## config.mk

```make
export PLATFORM = sky130hd
export DESIGN_NAME = adc_chain_framer
export DESIGN_NICKNAME = d
export VERILOG_FILES = /design/src/design/adc_chain_framer.v
export VERILOG_INCLUDE_DIRS = /design/src /design/src/design
export SDC_FILE = /design/constraint.sdc
export NUM_CORES = 1
export LEC_CHECK = 0
export BUFFER_PORTS_ARGS = -buffer_cell sky130_fd_sc_hd__buf_2
export CAP_MARGIN = 20
export CORE_ASPECT_RATIO = 1.75
export CORE_MARGIN = 5
export CORE_UTILIZATION = 52
export CTS_BUF_LIST = sky130_fd_sc_hd__clkbuf_8
export DETAILED_ROUTE_END_ITERATION = 10
export GPL_TIMING_DRIVEN = 0
export PLACE_DENSITY_LB_ADDON = 0.12
export SYNTH_ARGS = -nofsm -noshare
export SYNTH_HDL_FRONTEND = slang
export SYNTH_SLANG_ARGS = --single-unit
export TNS_END_PERCENT = 100
```

## constraint.sdc

```tcl
create_clock -name sys_clk -period 2.44 [get_ports sys_clk]
set_input_delay 0.488 -clock sys_clk [delete_from_list [all_inputs] [get_ports sys_clk]]
set_output_delay 0.488 -clock sys_clk [all_outputs]
set_load 0.05 [all_outputs]
```

## src/design/adc_chain_framer_map.vh

```
`ifndef ADC_CHAIN_FRAMER_MAP_VH
`define ADC_CHAIN_FRAMER_MAP_VH

// ----------------------------------------------------------------------
// Register byte offsets
// ----------------------------------------------------------------------
`define REG_CONTROL      8'h00
`define REG_STATUS       8'h04
`define REG_CRC_LOW      8'h08
`define REG_CRC_HIGH     8'h0c

// ----------------------------------------------------------------------
// Control register fields
// ----------------------------------------------------------------------
`define CTL_SERIAL_MODE  0
`define CTL_CRC_SEL_LO   1
`define CTL_CRC_SEL_HI   2
`define CTL_SYNC_CMD     8
`define CONTROL_RESET    32'h0000_0000

// ----------------------------------------------------------------------
// CRC selection codes and constants
// ----------------------------------------------------------------------
`define CRC_SEL_OFF      2'h0
`define CRC_SEL_FOUR     2'h1
`define CRC_SEL_SIXTEEN  2'h2
`define CRC_INIT         8'hff
`define CRC_GROUP_FOUR   5'h04
`define CRC_GROUP_SIXTN  5'h10

// ----------------------------------------------------------------------
// Frame layout
// ----------------------------------------------------------------------
`define CHANNELS         8
`define HEADER_BITS      8
`define RESULT_BITS      16
`define FRAME_BITS       24
`define LANE_BITS        192
`define HALF_LANE_BITS   96

// ----------------------------------------------------------------------
// Timing
// ----------------------------------------------------------------------
`define SYS_CLK_NS       5
`define BIT_HALF_NS      20
`define BIT_HALF_CYC     8'h04
`define SYNC_OUT_NS      20
`define SYNC_OUT_CYC     8'h04

`endif

```

## src/design/adc_chain_framer.v

```verilog
`timescale 1ns/1ps
`include "adc_chain_framer_map.vh"

module adc_chain_framer (
	// System
	input  wire         sys_clk,
	input  wire         rst_n,
	// Wishbone slave
	input  wire         wb_cyc_i,
	input  wire         wb_stb_i,
	input  wire         wb_we_i,
	input  wire [7:0]   wb_adr_i,
	input  wire [3:0]   wb_sel_i,
	input  wire [31:0]  wb_dat_i,
	output reg  [31:0]  wb_dat_o,
	output reg          wb_ack_o,
	// Converter core results
	input  wire         sampleStrobe,
	input  wire [127:0] sampleResult,
	input  wire [63:0]  sampleHeader,
	// Format pins
	input  wire [1:0]   lane_format_select,
	// Serial link
	output reg          serial_bit_clock,
	output reg          frame_marker_n,
	output reg          serial_out_lane0,
	output reg          serial_out_lane1,
	input  wire         chain_in_lane_a,
	input  wire         chain_in_lane_b,
	// Synchronisation pins
	input  wire         start_n,
	input  wire         syncIn_n,
	output reg          syncOut_n
);

// ----------------------------------------------------------------------
// Functions
// ----------------------------------------------------------------------
function [7:0] crcStep16;
	input [7:0]  crcIn;
	input [15:0] dataIn;
	integer      k;
	reg   [7:0]  c;
	reg          d;
	begin
		c = crcIn;
		for (k = 15; k >= 0; k = k - 1) begin
			d = dataIn[k];
			c = {c[6:2], d ^ c[7] ^ c[1], d ^ c[7] ^ c[0], d ^ c[7]};
		end
		crcStep16 = c;
	end
endfunction

function agreeEdgeFall;
	input [2:0] syncReg;
	input       held;
	begin
		agreeEdgeFall = held & ~syncReg[1] & ~syncReg[2];
	end
endfunction

// ----------------------------------------------------------------------
// Declarations
// ----------------------------------------------------------------------
localparam [7:0] HALF_CYC = `BIT_HALF_CYC;
localparam [7:0] SYNC_CYC = `SYNC_OUT_CYC;

reg  [31:0]  control;
reg  [7:0]   divCnt;
reg          riseEn;
reg          fallEn;
reg  [2:0]   chainASync;
reg  [2:0]   chainBSync;
reg          chainAHeld;
reg          chainBHeld;
reg          chainABit;
reg          chainBBit;
reg  [2:0]   startSync;
reg          startHeld;
reg  [7:0]   syncOutCnt;
reg          syncInReg;
reg          syncInPrev;
reg          framePending;
reg  [4:0]   frameCount;
reg  [63:0]  crcReg;
reg  [191:0] frameWords;
reg  [191:0] shift0;
reg  [95:0]  shift1;
reg          loadRise;
reg          singleLane;
reg  [63:0]  next_crcReg;
reg  [63:0]  headerMux;
reg  [191:0] next_frameWords;
integer      ch;

wire         busReq    = wb_cyc_i & wb_stb_i;
wire         busWrite  = busReq & wb_we_i & wb_ack_o;
wire         serialMode = control[`CTL_SERIAL_MODE];
wire [1:0]   crcSel    = serialMode ?
	control[`CTL_CRC_SEL_HI:`CTL_CRC_SEL_LO] : `CRC_SEL_OFF;
wire [4:0]   groupLen  = (crcSel == `CRC_SEL_FOUR) ?
	`CRC_GROUP_FOUR : `CRC_GROUP_SIXTN;
wire         crcFrame  = (crcSel != `CRC_SEL_OFF) &&
	(frameCount == groupLen - 5'h01);
wire         syncCmd   = busWrite && wb_sel_i[1] && serialMode &&
	(wb_adr_i == `REG_CONTROL) && wb_dat_i[`CTL_SYNC_CMD];
wire         syncSeen  = ~syncInReg & syncInPrev;

// ----------------------------------------------------------------------
// Wishbone register file
// ----------------------------------------------------------------------
// A write lands on the edge where the master samples ack high, so it is
// taken exactly once and the very next read sees the new value.
always @(posedge sys_clk) begin
	if (!rst_n) begin
		wb_ack_o <= 1'b0;
		wb_dat_o <= 32'h0000_0000;
		control  <= `CONTROL_RESET;
	end else begin
		wb_ack_o <= busReq & ~wb_ack_o;
		if (busWrite && wb_adr_i == `REG_CONTROL) begin
			if (wb_sel_i[0])
				control[7:0] <= wb_dat_i[7:0] & 8'h07;
		end
		case (wb_adr_i)
		`REG_CONTROL:  wb_dat_o <= {24'h00_0000, control[7:0]};
		`REG_STATUS:   wb_dat_o <= {23'h00_0000, framePending,
			3'h0, frameCount};
		`REG_CRC_LOW:  wb_dat_o <= crcReg[31:0];
		`REG_CRC_HIGH: wb_dat_o <= crcReg[63:32];
		default:       wb_dat_o <= 32'h0000_0000;
		endcase
	end
end

// ----------------------------------------------------------------------
// Bit clock divider
// ----------------------------------------------------------------------
// The bit clock is generated here, so its edges are known one cycle ahead;
// the enables pulse in that cycle and outputs move with the edge itself.
always @(posedge sys_clk) begin
	if (!rst_n || syncSeen) begin
		divCnt           <= 8'h00;
		serial_bit_clock <= 1'b0;
		riseEn           <= 1'b0;
		fallEn           <= 1'b0;
	end else begin
		riseEn <= (divCnt == HALF_CYC - 8'h02);
		fallEn <= (divCnt == HALF_CYC + HALF_CYC - 8'h02);
		if (divCnt == HALF_CYC - 8'h01) begin
			serial_bit_clock <= 1'b1;
			divCnt           <= divCnt + 8'h01;
		end else if (divCnt == HALF_CYC + HALF_CYC - 8'h01) begin
			serial_bit_clock <= 1'b0;
			divCnt           <= 8'h00;
		end else begin
			divCnt <= divCnt + 8'h01;
		end
	end
end

// ----------------------------------------------------------------------
// Pin synchronisers
// ----------------------------------------------------------------------
// A pin level counts only once the second and third stages agree. That takes
// longer than half a bit period, so chain bits trail our own by two bits.
always @(posedge sys_clk) begin
	if (!rst_n) begin
		chainASync <= 3'h0;
		chainBSync <= 3'h0;
		chainAHeld <= 1'b0;
		chainBHeld <= 1'b0;
		startSync  <= 3'h7;
		startHeld  <= 1'b1;
	end else begin
		chainASync <= {chainASync[1:0], chain_in_lane_a};
		chainBSync <= {chainBSync[1:0], chain_in_lane_b};
		startSync  <= {startSync[1:0], start_n};
		if (chainASync[1] == chainASync[2])
			chainAHeld <= chainASync[2];
		if (chainBSync[1] == chainBSync[2])
			chainBHeld <= chainBSync[2];
		if (startSync[1] == startSync[2])
			startHeld <= startSync[2];
	end
end

// Chain inputs are taken on the falling bit clock edge.
always @(posedge sys_clk) begin
	if (!rst_n) begin
		chainABit <= 1'b0;
		chainBBit <= 1'b0;
	end else if (fallEn) begin
		chainABit <= chainAHeld;
		chainBBit <= chainBHeld;
	end
end

// ----------------------------------------------------------------------
// Synchronisation
// ----------------------------------------------------------------------
always @(posedge sys_clk) begin
	if (!rst_n) begin
		syncOutCnt <= 8'h00;
		syncOut_n  <= 1'b1;
	end else begin
		if (agreeEdgeFall(startSync, startHeld) || syncCmd) begin
			syncOutCnt <= SYNC_CYC;
			syncOut_n  <= 1'b0;
		end else if (syncOutCnt > 8'h01) begin
			syncOutCnt <= syncOutCnt - 8'h01;
		end else begin
			syncOutCnt <= 8'h00;
			syncOut_n  <= 1'b1;
		end
	end
end

// The sync input is treated as master-clock synchronous, so one register
// stage is enough; its falling level edge restarts framing and CRC.
always @(posedge sys_clk) begin
	if (!rst_n) begin
		syncInReg  <= 1'b1;
		syncInPrev <= 1'b1;
	end else begin
		syncInReg  <= syncIn_n;
		syncInPrev <= syncInReg;
	end
end

// ----------------------------------------------------------------------
// Header and CRC per channel
// ----------------------------------------------------------------------
always @* begin
	next_crcReg     = crcReg;
	headerMux       = sampleHeader;
	next_frameWords = 192'h0;
	for (ch = 0; ch < `CHANNELS; ch = ch + 1) begin
		next_crcReg[ch*8 +: 8] = crcStep16(crcReg[ch*8 +: 8],
			sampleResult[ch*16 +: 16]);
		if (crcFrame) begin
			headerMux[ch*8 +: 8]   = next_crcReg[ch*8 +: 8];
			next_crcReg[ch*8 +: 8] = `CRC_INIT;
		end
		next_frameWords[(7 - ch)*24 +: 24] = {headerMux[ch*8 +: 8],
			sampleResult[ch*16 +: 16]};
	end
end

always @(posedge sys_clk) begin
	if (!rst_n || syncSeen) begin
		crcReg       <= {8{`CRC_INIT}};
		frameCount   <= 5'h00;
		framePending <= 1'b0;
		frameWords   <= 192'h0;
	end else begin
		if (sampleStrobe) begin
			crcReg       <= next_crcReg;
			frameWords   <= next_frameWords;
			framePending <= 1'b1;
			if (crcFrame || frameCount == `CRC_GROUP_SIXTN - 5'h01)
				frameCount <= 5'h00;
			else
				frameCount <= frameCount + 5'h01;
		end else if (riseEn && framePending) begin
			framePending <= 1'b0;
		end
	end
end

// ----------------------------------------------------------------------
// Serial output and chain shift register
// ----------------------------------------------------------------------
// Own frame bits go out first and chain input bits enter at the tail, so the
// upstream frames follow ours in order, after two idle bits of synchroniser lag.
always @(posedge sys_clk) begin
	if (!rst_n) begin
		shift0           <= 192'h0;
		shift1           <= 96'h0;
		singleLane       <= 1'b0;
		loadRise         <= 1'b0;
		frame_marker_n   <= 1'b1;
		serial_out_lane0 <= 1'b0;
		serial_out_lane1 <= 1'b0;
	end else if (riseEn) begin
		if (framePending) begin
			singleLane       <= lane_format_select[1];
			loadRise         <= 1'b1;
			frame_marker_n   <= 1'b0;
			serial_out_lane0 <= 1'b0;
			serial_out_lane1 <= 1'b0;
			if (lane_format_select[1]) begin
				shift0 <= frameWords;
				shift1 <= 96'h0;
			end else begin
				shift0 <= {frameWords[191:96], 96'h0};
				shift1 <= frameWords[95:0];
			end
		end else begin
			loadRise         <= 1'b0;
			frame_marker_n   <= 1'b1;
			serial_out_lane0 <= shift0[191];
			if (singleLane) begin
				shift0           <= {shift0[190:0], chainABit};
				serial_out_lane1 <= 1'b0;
			end else begin
				shift0 <= {shift0[190:96], chainABit, 96'h0};
				shift1 <= {shift1[94:0], chainBBit};
				serial_out_lane1 <= shift1[95];
			end
		end
	end
end

endmodule // adc_chain_framer

```

==> results of run 1 <==
cell type report:
class,instances,area (um2),area share
multi-input combinational,2027,14400,0.448
sequential,626,12500,0.389
clock buffer,116,1600,0.0496
timing repair buffer,255,1290,0.0401
buffer,244,1010,0.0314
tap,684,856,0.0266
clock inverter,51,408,0.0127
inverter,11,41.3,0.00128
antenna,8,20.0,0.000622
power groups by stage:
stage | sequential [mW] | clock (mW) | combinational, mW
after floorplan | 11.7 | 0 | 7.43
after global placement | 12.3 | 0 | 9.58
after detailed placement | 12.3 | 0 | 9.72
after CTS | 12.1 | 9.30 | 9.78
after global routing | 12.2 | 9.74 | 10.5
final | 12.2 | 9.16 | 9.84
final timing paths:
check | from | to | slack (ns) | depth (start not counted)
worst min register to register | startSync[0] | startSync[1] | 0.43 | 1
worst min-delay path | chain_in_lane_b | chainBSync[0] | 0.04 | 2
worst max-delay path | frameCount[3] | frameWords[91] | 0.02 | 7
worst max register to register | frameCount[3] | frameWords[91] | 0.02 | 7
cell families after synthesis:
| family | count (synthesis) |
|---|---|
| compound gates | 518 |
| xor+xnor | 329 |
| fa+ha+maj | 6 |
| buf+inv | 258 |
| flops | 626 |
| mux | 231 |
| simple gates | 943 |
flip-flops by register name, summed over array words and instances (netlist names), 3 cells and up:
| register | count |
|---|---|
| crcReg | 64 |
| syncOutCnt | 8 |
| shift0 | 192 |
| startSync | 3 |
| shift1 | 96 |
| chainASync | 3 |
| wb_dat_o | 32 |
| control | 3 |
| frameCount | 5 |
| chainBSync | 3 |
| frameWords | 192 |
| divCnt | 8 |
routing by layer:
metal  track usage  wire length, um
met1         0.334            32700
met2         0.562            47900
met3        0.0699             7500
met4         0.193             6960
met5             0               68
layout by cell type (no fill, tap or decap), types with 6 or more instances in the layout:
cell type,n
ha_1,6
and3_1,9
mux2i_1,227
a22oi_1,30
clkbuf_8,120
and2_1,8
o22ai_1,36
o21ai_0,18
xnor2_1,225
diode_2,8
xor2_1,66
a211oi_1,11
dfxtp_1,626
buf_1,26
xnor2_2,7
buf_2,261
nor2b_1,7
o211a_1,102
nor3b_1,193
bufinv_16,7
clkbuf_2,16
a221oi_1,192
nand3_1,13
inv_1,39
a31o_1,9
nand2_1,229
clkinv_2,9
clkbuf_1,186
nand2b_1,6
a21oi_1,53
xnor3_1,20
o21ai_1,7
a311oi_1,32
a21boi_0,6
nor2_1,456
repair_timing:
item                       in CTS  in global routing
resized for setup              14                 16
pin swaps                       0                  0
hold endpoints to repair        2                  0
hold buffers                    2                  0
setup endpoints to repair     235                104
==> impl_results.md, run 1 <==
- Mapped cell area: 28000 um2
- Worst EP required: 3.02 ns
- Register share of total power: 0.390
- Design Power: 31.2 mW
- Final Cell Area: 32200 um2
- Port bufs: 252
- Antenna violations before repair: 10
- Top post-synthesis cells by area: dfxtp_1, mux2i_1, xnor2_1
- Max incr delay on CP: 0.64 ns
- Final Hold Violating Endpoints: 0
- Clock skew: 0.0340 ns
- Hpwl dp: 73900 um
- Post-CTS Setup Inserts: 0
- #FFs+latches synth: 626
- Die width: 185 um
- Total number of vias: 24100
- Post-synthesis sequential area ratio: 0.448
- FFs w/ async S/R, synth: 0
- Clock power frac: 0.294
- DRC errors left: 0
- DRT Wirelength: 95100 um
- Syn Inst Count: 2911
- # rows: 112
- Arr. time, crit path: 3.00 ns
- Synth Area in Simple Gates: 0.158
- DR WL/cell: 23.7 um
- First-pass GRT wire length: 141000 um
- Pin count of the biggest net entering global routing: 16
- Max transition margin: 0.222
- EDFF count, synth: 0
- Inst Count DP: 3848
- Worst-path cell chain: nor4b_1 -> a31oi_1 -> or3_1 -> clkbuf_1 -> buf_1 -> nor2_1 -> o32ai_1
- Crit path launch type: flip-flop
- Most common cell in the netlist: dfxtp_1
- Synth Area in Adders: 0.00268
- Post-synthesis xor/xnor area fraction: 0.119
- Commonest cells post-synth: dfxtp_1, nor2_1, nand2_1
- Num ports: 286
- Sw Pwr: 10.6 mW
- Clock Path Buffers: 3
- Compound-cell area share of the yosys netlist: 0.151
- Fin nets: 3510
- Syn Area/Cell: 9.62 um2
- Gate power share: 0.316
- Total Neg Setup Slack: 0 ns
- Dpl ws: -0.629 ns
- Endpoint class of the critical path: flip-flop
- Max Cap Viol: 0
- Core area: 53400 um2
- Starting Density: 0.524
- Post-layout min period: 2.42 ns
- Pre-Repair DR Iteration Count: 5
- Tightest Hold Check Type: in -> reg
- Syn Nets: 3165
- Die footprint: 58800 um2
- CTS Buf Count: 91
- Yosys warning total: 0
- Crit path buf inv count: 2
- Status: complete, no violations
- Layout cells sized above 1: 0.135
- P_int: 20.5 mW
- Maximum clock frequency: 0.413 GHz
- Non-Filler Instances: 4022
- RSZ-0062 raised after global routing: true
- CTS tree: built
- Final setup fails: 0
- Area share of the largest cell type after synthesis: 0.448
- RD Place Congestion: 0.978
- Area leader, netlist: dfxtp_1
- Die H: 317 um
- CP max stage cell: buf_1
- Clock transition at path regs: 0.07 ns
- Hold_ws: 0.0354 ns
- CP delay by family, top: buffers and inverters
- Vias in the first global route: 24300
- Clock latency on the worst-skew pair: 0.71 ns
- Largest family of logic cells by synthesized area: simple AND/OR/NAND/NOR gates
- Fillers: 4760
- GRT overflow: 0
- Ys flop type: dfxtp_1
- Crit Path Max Fanout: 10
- Sw frac: 0.341
- Slew @ Worst Pin: 1.17 ns
- Via-per-instance ratio: 5.99
- Final core occ: 0.603
- Critical setup path kind: reg -> reg
- Antenna viol nets, final: 0
- H-tree depth: 3
- DRT iter0 DRCs: 1626
- Clock root cell: clkbuf_8
- Max-slew violations: 0
- CTS sink count: 626
- Peak VDD IR: 759 uV
- Layout area overhead: 15.0%
- Multiplexer share of the synthesized area: 0.0840
- Period utilization: 0.993
- Final WS setup: 0.0167 ns
- Post-Place Cell Area: 30100 um2
- Power Density: 968 nW/um2
- Netlist cell types: 64
- P_leak: 13.2 nW
- Total track usage: 0.315
No activity file was read; power rests on OpenSTA's default activity.
==> run 2, diff against run 1 <==
==> constraint.sdc (replaced) <==
create_clock -name sys_clk -period 2.44 [get_ports sys_clk]
set_input_delay 0.244 -clock sys_clk [delete_from_list [all_inputs] [get_ports sys_clk]]
set_output_delay 0.244 -clock sys_clk [all_outputs]
set_load 0.05 [all_outputs]
==> run 2 against run 1 <==
Compared with the run above: wire length rose by 3.2%; sequential power barely moved; final area rose by 6.4%; worst hold slack improved by 0.0097 ns; clock power barely moved; critical endpoint is now wb_ack_o; die area did not move; clock-buffer cell count did not move; largest power group unchanged; worst setup slack improved by 0.010 ns; largest cell class unchanged; critical path depth fell by 1; via count rose by 3.8%.
==> impl_results.md, run 2 (synthesis results as in run 1) <==
- Status: complete, no violations
- Endpoint class of the critical path: flip-flop
- Die H: 317 um
- Die footprint: 58800 um2
- Top Registers: frameWords (192), shift0 (192), shift1 (96)
- Hold_ws: 0.0451 ns
- Starting Density: 0.524
- Arr. time, crit path: 3.04 ns
- Commonest non-fill, non-tap cells in the layout: dfxtp_1, nor2_1, buf_2
- Pre-Repair DR Iteration Count: 6
- GRT overflow: 0
- P_leak: 14.1 nW
- Max transition margin: 0.248
- Post-layout min period: 2.41 ns
- Crit path launch type: primary input
- Critical setup path kind: in -> reg
- Peak VDD IR: 675 uV
- Tightest Hold Check Type: in -> reg
- Final setup fails: 0
- Post-Place Cell Area: 30100 um2
- RD Place Congestion: 0.978
- Antenna viol nets, final: 0
- Max Cap Viol: 0
- CTS Buf Count: 91
- Slew @ Worst Pin: 1.13 ns
- Power Density: 918 nW/um2
- Fin nets: 3716
- DRT iter0 DRCs: 1802
- CTS tree: built
- Hold Crit Endpoint: frameWords[162]
- Total number of vias: 25000
- Final core occ: 0.642
- Hpwl dp: 73900 um
- Final Cell Area: 34300 um2
- Max-slew violations: 0
- Reg2reg setup slack: 0.05 ns
- Clock latency on the worst-skew pair: 0.70 ns
- Final Hold Violating Endpoints: 0
- Clock skew: 0.0397 ns
- Layout cells sized above 1: 0.128
- DRT Wirelength: 98100 um
- Dpl ws: -0.407 ns
- Antenna violations before repair: 6
- Final WS setup: 0.0268 ns
- Via-per-instance ratio: 5.92
- Critical R2R Capture: crcReg[16]
- DRC errors left: 0
- R2R cell count: 5
- Layout area overhead: 22.4%
- Crit Path Max Fanout: 10
- Hold Path Cell Cnt: 4
- Clock Path Buffers: 3
- Period utilization: 0.989
- Pin count of the biggest net entering global routing: 16
- Maximum clock frequency: 0.414 GHz
- DR WL/cell: 23.2 um
- Num ports: 286
- Clock transition at path regs: 0.07 ns
- RSZ-0062 raised after global routing: true
- Die width: 185 um
- Clock root cell: clkbuf_8
- H-tree depth: 3
- Total track usage: 0.325
- HP Start: sampleHeader[10]
- CTS sink count: 626
- Vias in the first global route: 25400
- First-pass GRT wire length: 146000 um
- Fillers: 4477
- # rows: 112
- Commonest non-fill, non-tap cell in the layout: dfxtp_1
- Worst EP required: 3.07 ns
- Core area: 53400 um2
- RR Startpoint: syncInReg
- Port bufs: 252
[run 2: cell count changes in the layout (fill, tap and decap cells not counted), sizes merged]
cell and change:
dlygate4sd3 +205, diode -2, buf +1
[run 2: final cells by class]
| cell class | instances | area (um2) | share of cell area |
|---|---|---|---|
| Buffer | 244 | 1020 | 0.0296 |
| Multi-Input combinational cell | 2027 | 14500 | 0.422 |
| Clock inverter | 51 | 408 | 0.0119 |
| Timing Repair Buffer | 461 | 3350 | 0.0978 |
| Inverter | 11 | 41.3 | 0.00120 |
| Sequential cell | 626 | 12500 | 0.366 |
| Antenna cell | 6 | 15.0 | 0.000438 |
| Clock buffer | 116 | 1600 | 0.0466 |
| Tap cell | 684 | 856 | 0.0250 |
[run 2: repair_timing]
action | 4_1_cts | 5_1_grt
gates resized for setup | 14 | 29
pin swaps | 0 | 1
setup buffers | 0 | 1
hold endpoints to repair | 200 | 0
setup endpoints to repair | 235 | 104
hold buffers | 207 | 0
[run 2: report_power, final]
part / total (mW) / leakage [nW] / switching, mW / internal [mW]
Combinational: 10.1 / 7.86 / 5.43 / 4.70
Clock: 9.17 / 1.14 / 4.15 / 5.02
Sequential: 12.2 / 5.10 / 1.11 / 11.0
Total: 31.5 / 14.1 / 10.7 / 20.8
[run 2: worst max-delay path by stage]
stage / from / endpoint / depth (start not counted)
floorplan: crcReg[31] / frameWords[114] / 6
CTS: control[2] / frameWords[114] / 7
global placement: syncInPrev / frameWords[60] / 5
detailed placement: framePending / shift1[73] / 7
finish: rst_n / wb_ack_o / 6
global route: control[2] / frameWords[142] / 7
[run 2: worst max-delay path: stages]
cell	delay, ns
dlygate4sd3_1	0.53
buf_2	0.17
clkbuf_1	0.54
clkbuf_1	0.71
and4b_1	0.29
dlygate4sd3_1	0.55
[run 2: stage by stage]
stage / TNS (ns) / power (mW) / std cells
CTS: 0 / 31.4 / 4220
detailed placement: -35.12 / 22.0 / 3848
floorplan: 0 / 19.2 / 2911
global route: -0.0511 / 32.7 / 4222
finish: 0 / 31.5 / 4226
global placement: -68.17 / 21.9 / 3847
[run 2: routing by layer]
metal  global-route usage  up-vias  wire, um
met5                    0        -        13
met4                0.221        2      7930
met3               0.0613      349      7350
met2                0.576     1206     49100
met1                0.343    12000     33700
li1                     -    11500         -
==> run 3, diff against run 2 <==
- RECOVER_POWER: default -> 100
==> run 3 against run 2 <==
Compared with the run above: sequential share of layout area hardly changed; final area is 0.12% lower; largest power group unchanged; critical path depth stayed put; via count is 0.37% lower; worst setup slack worse by 0.015 ns; critical endpoint unchanged; non-clock buffer count stayed put.
==> impl_results.md, run 3 (synthesis results as in run 1) <==
- CTS tree: built
- Max-slew violations: 0
- Antenna violations before repair: 6
- Via-per-instance ratio: 5.89
- H-tree depth: 3
- Clock latency on the worst-skew pair: 0.70 ns
- DRC errors left: 0
- R2R cell count: 7
- Die H: 317 um
- GRT overflow: 0
- Multi-input logic area: 14500 um2
- Crit Path Max Fanout: 10
- P_leak: 13.9 nW
- Fillers: 4494
- Peak VDD IR: 677 uV
- Layout area overhead: 22.3%
- Fin nets: 3716
- Starting Density: 0.524
- Total track usage: 0.325
- Antenna viol nets, final: 0
- Clock root cell: clkbuf_8
- Max Cap Viol: 0
- Die footprint: 58800 um2
- Final setup fails: 0
- RR Startpoint: control[2]
- Commonest non-fill, non-tap cell in the layout: dfxtp_1
- Final core occ: 0.641
- First-pass GRT wire length: 146000 um
- Core area: 53400 um2
- DR WL/cell: 23.1 um
- Tightest Hold Check Type: in -> reg
- Clock transition at path regs: 0.07 ns
- Pin count of the biggest net entering global routing: 16
- Critical R2R Capture: frameWords[119]
- Maximum clock frequency: 0.412 GHz
- Reg2reg setup slack: 0.04 ns
- Final Hold Violating Endpoints: 0
- Die width: 185 um
- Arr. time, crit path: 3.06 ns
- Worst EP required: 3.07 ns
- Power Density: 919 nW/um2
- CTS sink count: 626
- Endpoint class of the critical path: flip-flop
- RD Place Congestion: 0.978
- DRT Wirelength: 97800 um
- Routed wl met3: 7310 um
- DRT iter0 DRCs: 1688
- Post-layout min period: 2.43 ns
- Non-Filler Instances: 4229
- HP Start: sampleHeader[3]
- Hold Crit Endpoint: frameWords[187]
- Register area: 12500 um2
- Max transition margin: 0.243
- RSZ-0062 raised after global routing: true
- Inst Count DP: 3848
- Met1 wire length: 33600 um
- Hpwl dp: 73900 um
- Top sig layer: met5
- Critical setup path kind: in -> reg
- Top Registers: frameWords (192), shift0 (192), shift1 (96)
- Slew @ Worst Pin: 1.14 ns
- Pre-Repair DR Iteration Count: 6
- Status: complete, no violations
- CTS Buf Count: 91
- Period utilization: 0.995
- Layout cells sized above 1: 0.118
- # rows: 112
- Crit path launch type: primary input
- Total number of vias: 24900
- Met2 Routed Length: 48900 um
- Critical Path Start: rst_n
- Vias in the first global route: 25400
- Clock Path Buffers: 3
- Port bufs: 252
- Num ports: 286
- Hold Path Cell Cnt: 4
- Commonest non-fill, non-tap cells in the layout: dfxtp_1, nor2_1, nand2_1
- Clock skew: 0.0375 ns
==> run 3: cell types whose count changed in the layout (fill, tap and decap cells not counted) <==
| cell | change |
|---|---|
| clkbuf_1 | +42 |
| buf_2 | -38 |
| and2_0 | +4 |
| and2_1 | -4 |
| buf_1 | -4 |
| diode_2 | +3 |
==> run 3: repair_timing <==
action,CTS,global route
endpoints found under the setup margin,235,104
hold endpoints to repair,200,0
resized for setup,14,29
pin swaps,0,1
hold buffers,207,0
setup buffers,0,1
==> run 3: worst max-delay path by stage <==
stage	end	slack, ns	cells after the start
after detailed placement	shift1[73]	-0.41	7
after floorplan	frameWords[114]	0.53	6
final	wb_ack_o	0.01	6
after global routing	frameWords[142]	-0.03	7
after global placement	frameWords[60]	-0.52	5
after CTS	frameWords[114]	0.03	7
==> run 3: critical path: stages <==
cell and delay (ns):
dlygate4sd3_1 0.53, buf_2 0.17, clkbuf_1 0.55, clkbuf_1 0.71
and4b_1 0.29, dlygate4sd3_1 0.55
==> run 3: final cells by class <==
cell class / count / share of cell area
Multi-Input combinational cell: 2027 / 0.422
Sequential cell: 626 / 0.366
Timing Repair Buffer: 461 / 0.0965
Clock buffer: 116 / 0.0466
Buffer: 244 / 0.0297
Tap cell: 684 / 0.0250
Clock inverter: 51 / 0.0119
Inverter: 11 / 0.00121
Antenna cell: 9 / 0.000658
==> run 3: power breakdown <==
group / leakage [nW] / switching [mW] / internal [mW] / total, mW
clock: 1.14 / 4.15 / 5.02 / 9.17
sequential: 5.10 / 1.11 / 11.0 / 12.2
combinational: 7.70 / 5.43 / 4.70 / 10.1
total: 13.9 / 10.7 / 20.8 / 31.5
==> run 3: routing by layer <==
metal | up-vias | GRT usage
met4 | 2 | 0.221
met1 | 12000 | 0.343
met2 | 1118 | 0.576
met5 | - | 0
li1 | 11500 | -
met3 | 372 | 0.0613
==> run 3: metrics by stage <==
| step | setup TNS (ns) | worst slack [ns] | hold WS [ns] | cell area, um2 | total power, mW |
|---|---|---|---|---|---|
| 2_1_floorplan | 0 | 0.532 | 0.345 | 28000 | 19.2 |
| 3_3_place_gp | -68.17 | -0.521 | 0.417 | 30100 | 21.9 |
| 3_5_place_dp | -35.12 | -0.407 | 0.416 | 30100 | 22.0 |
| 4_1_cts | 0 | 0.0254 | 0.0144 | 34200 | 31.4 |
| 5_1_grt | -0.0559 | -0.0322 | 0.0453 | 34200 | 32.7 |
| 6_report | 0 | 0.0116 | 0.0430 | 34200 | 31.5 |
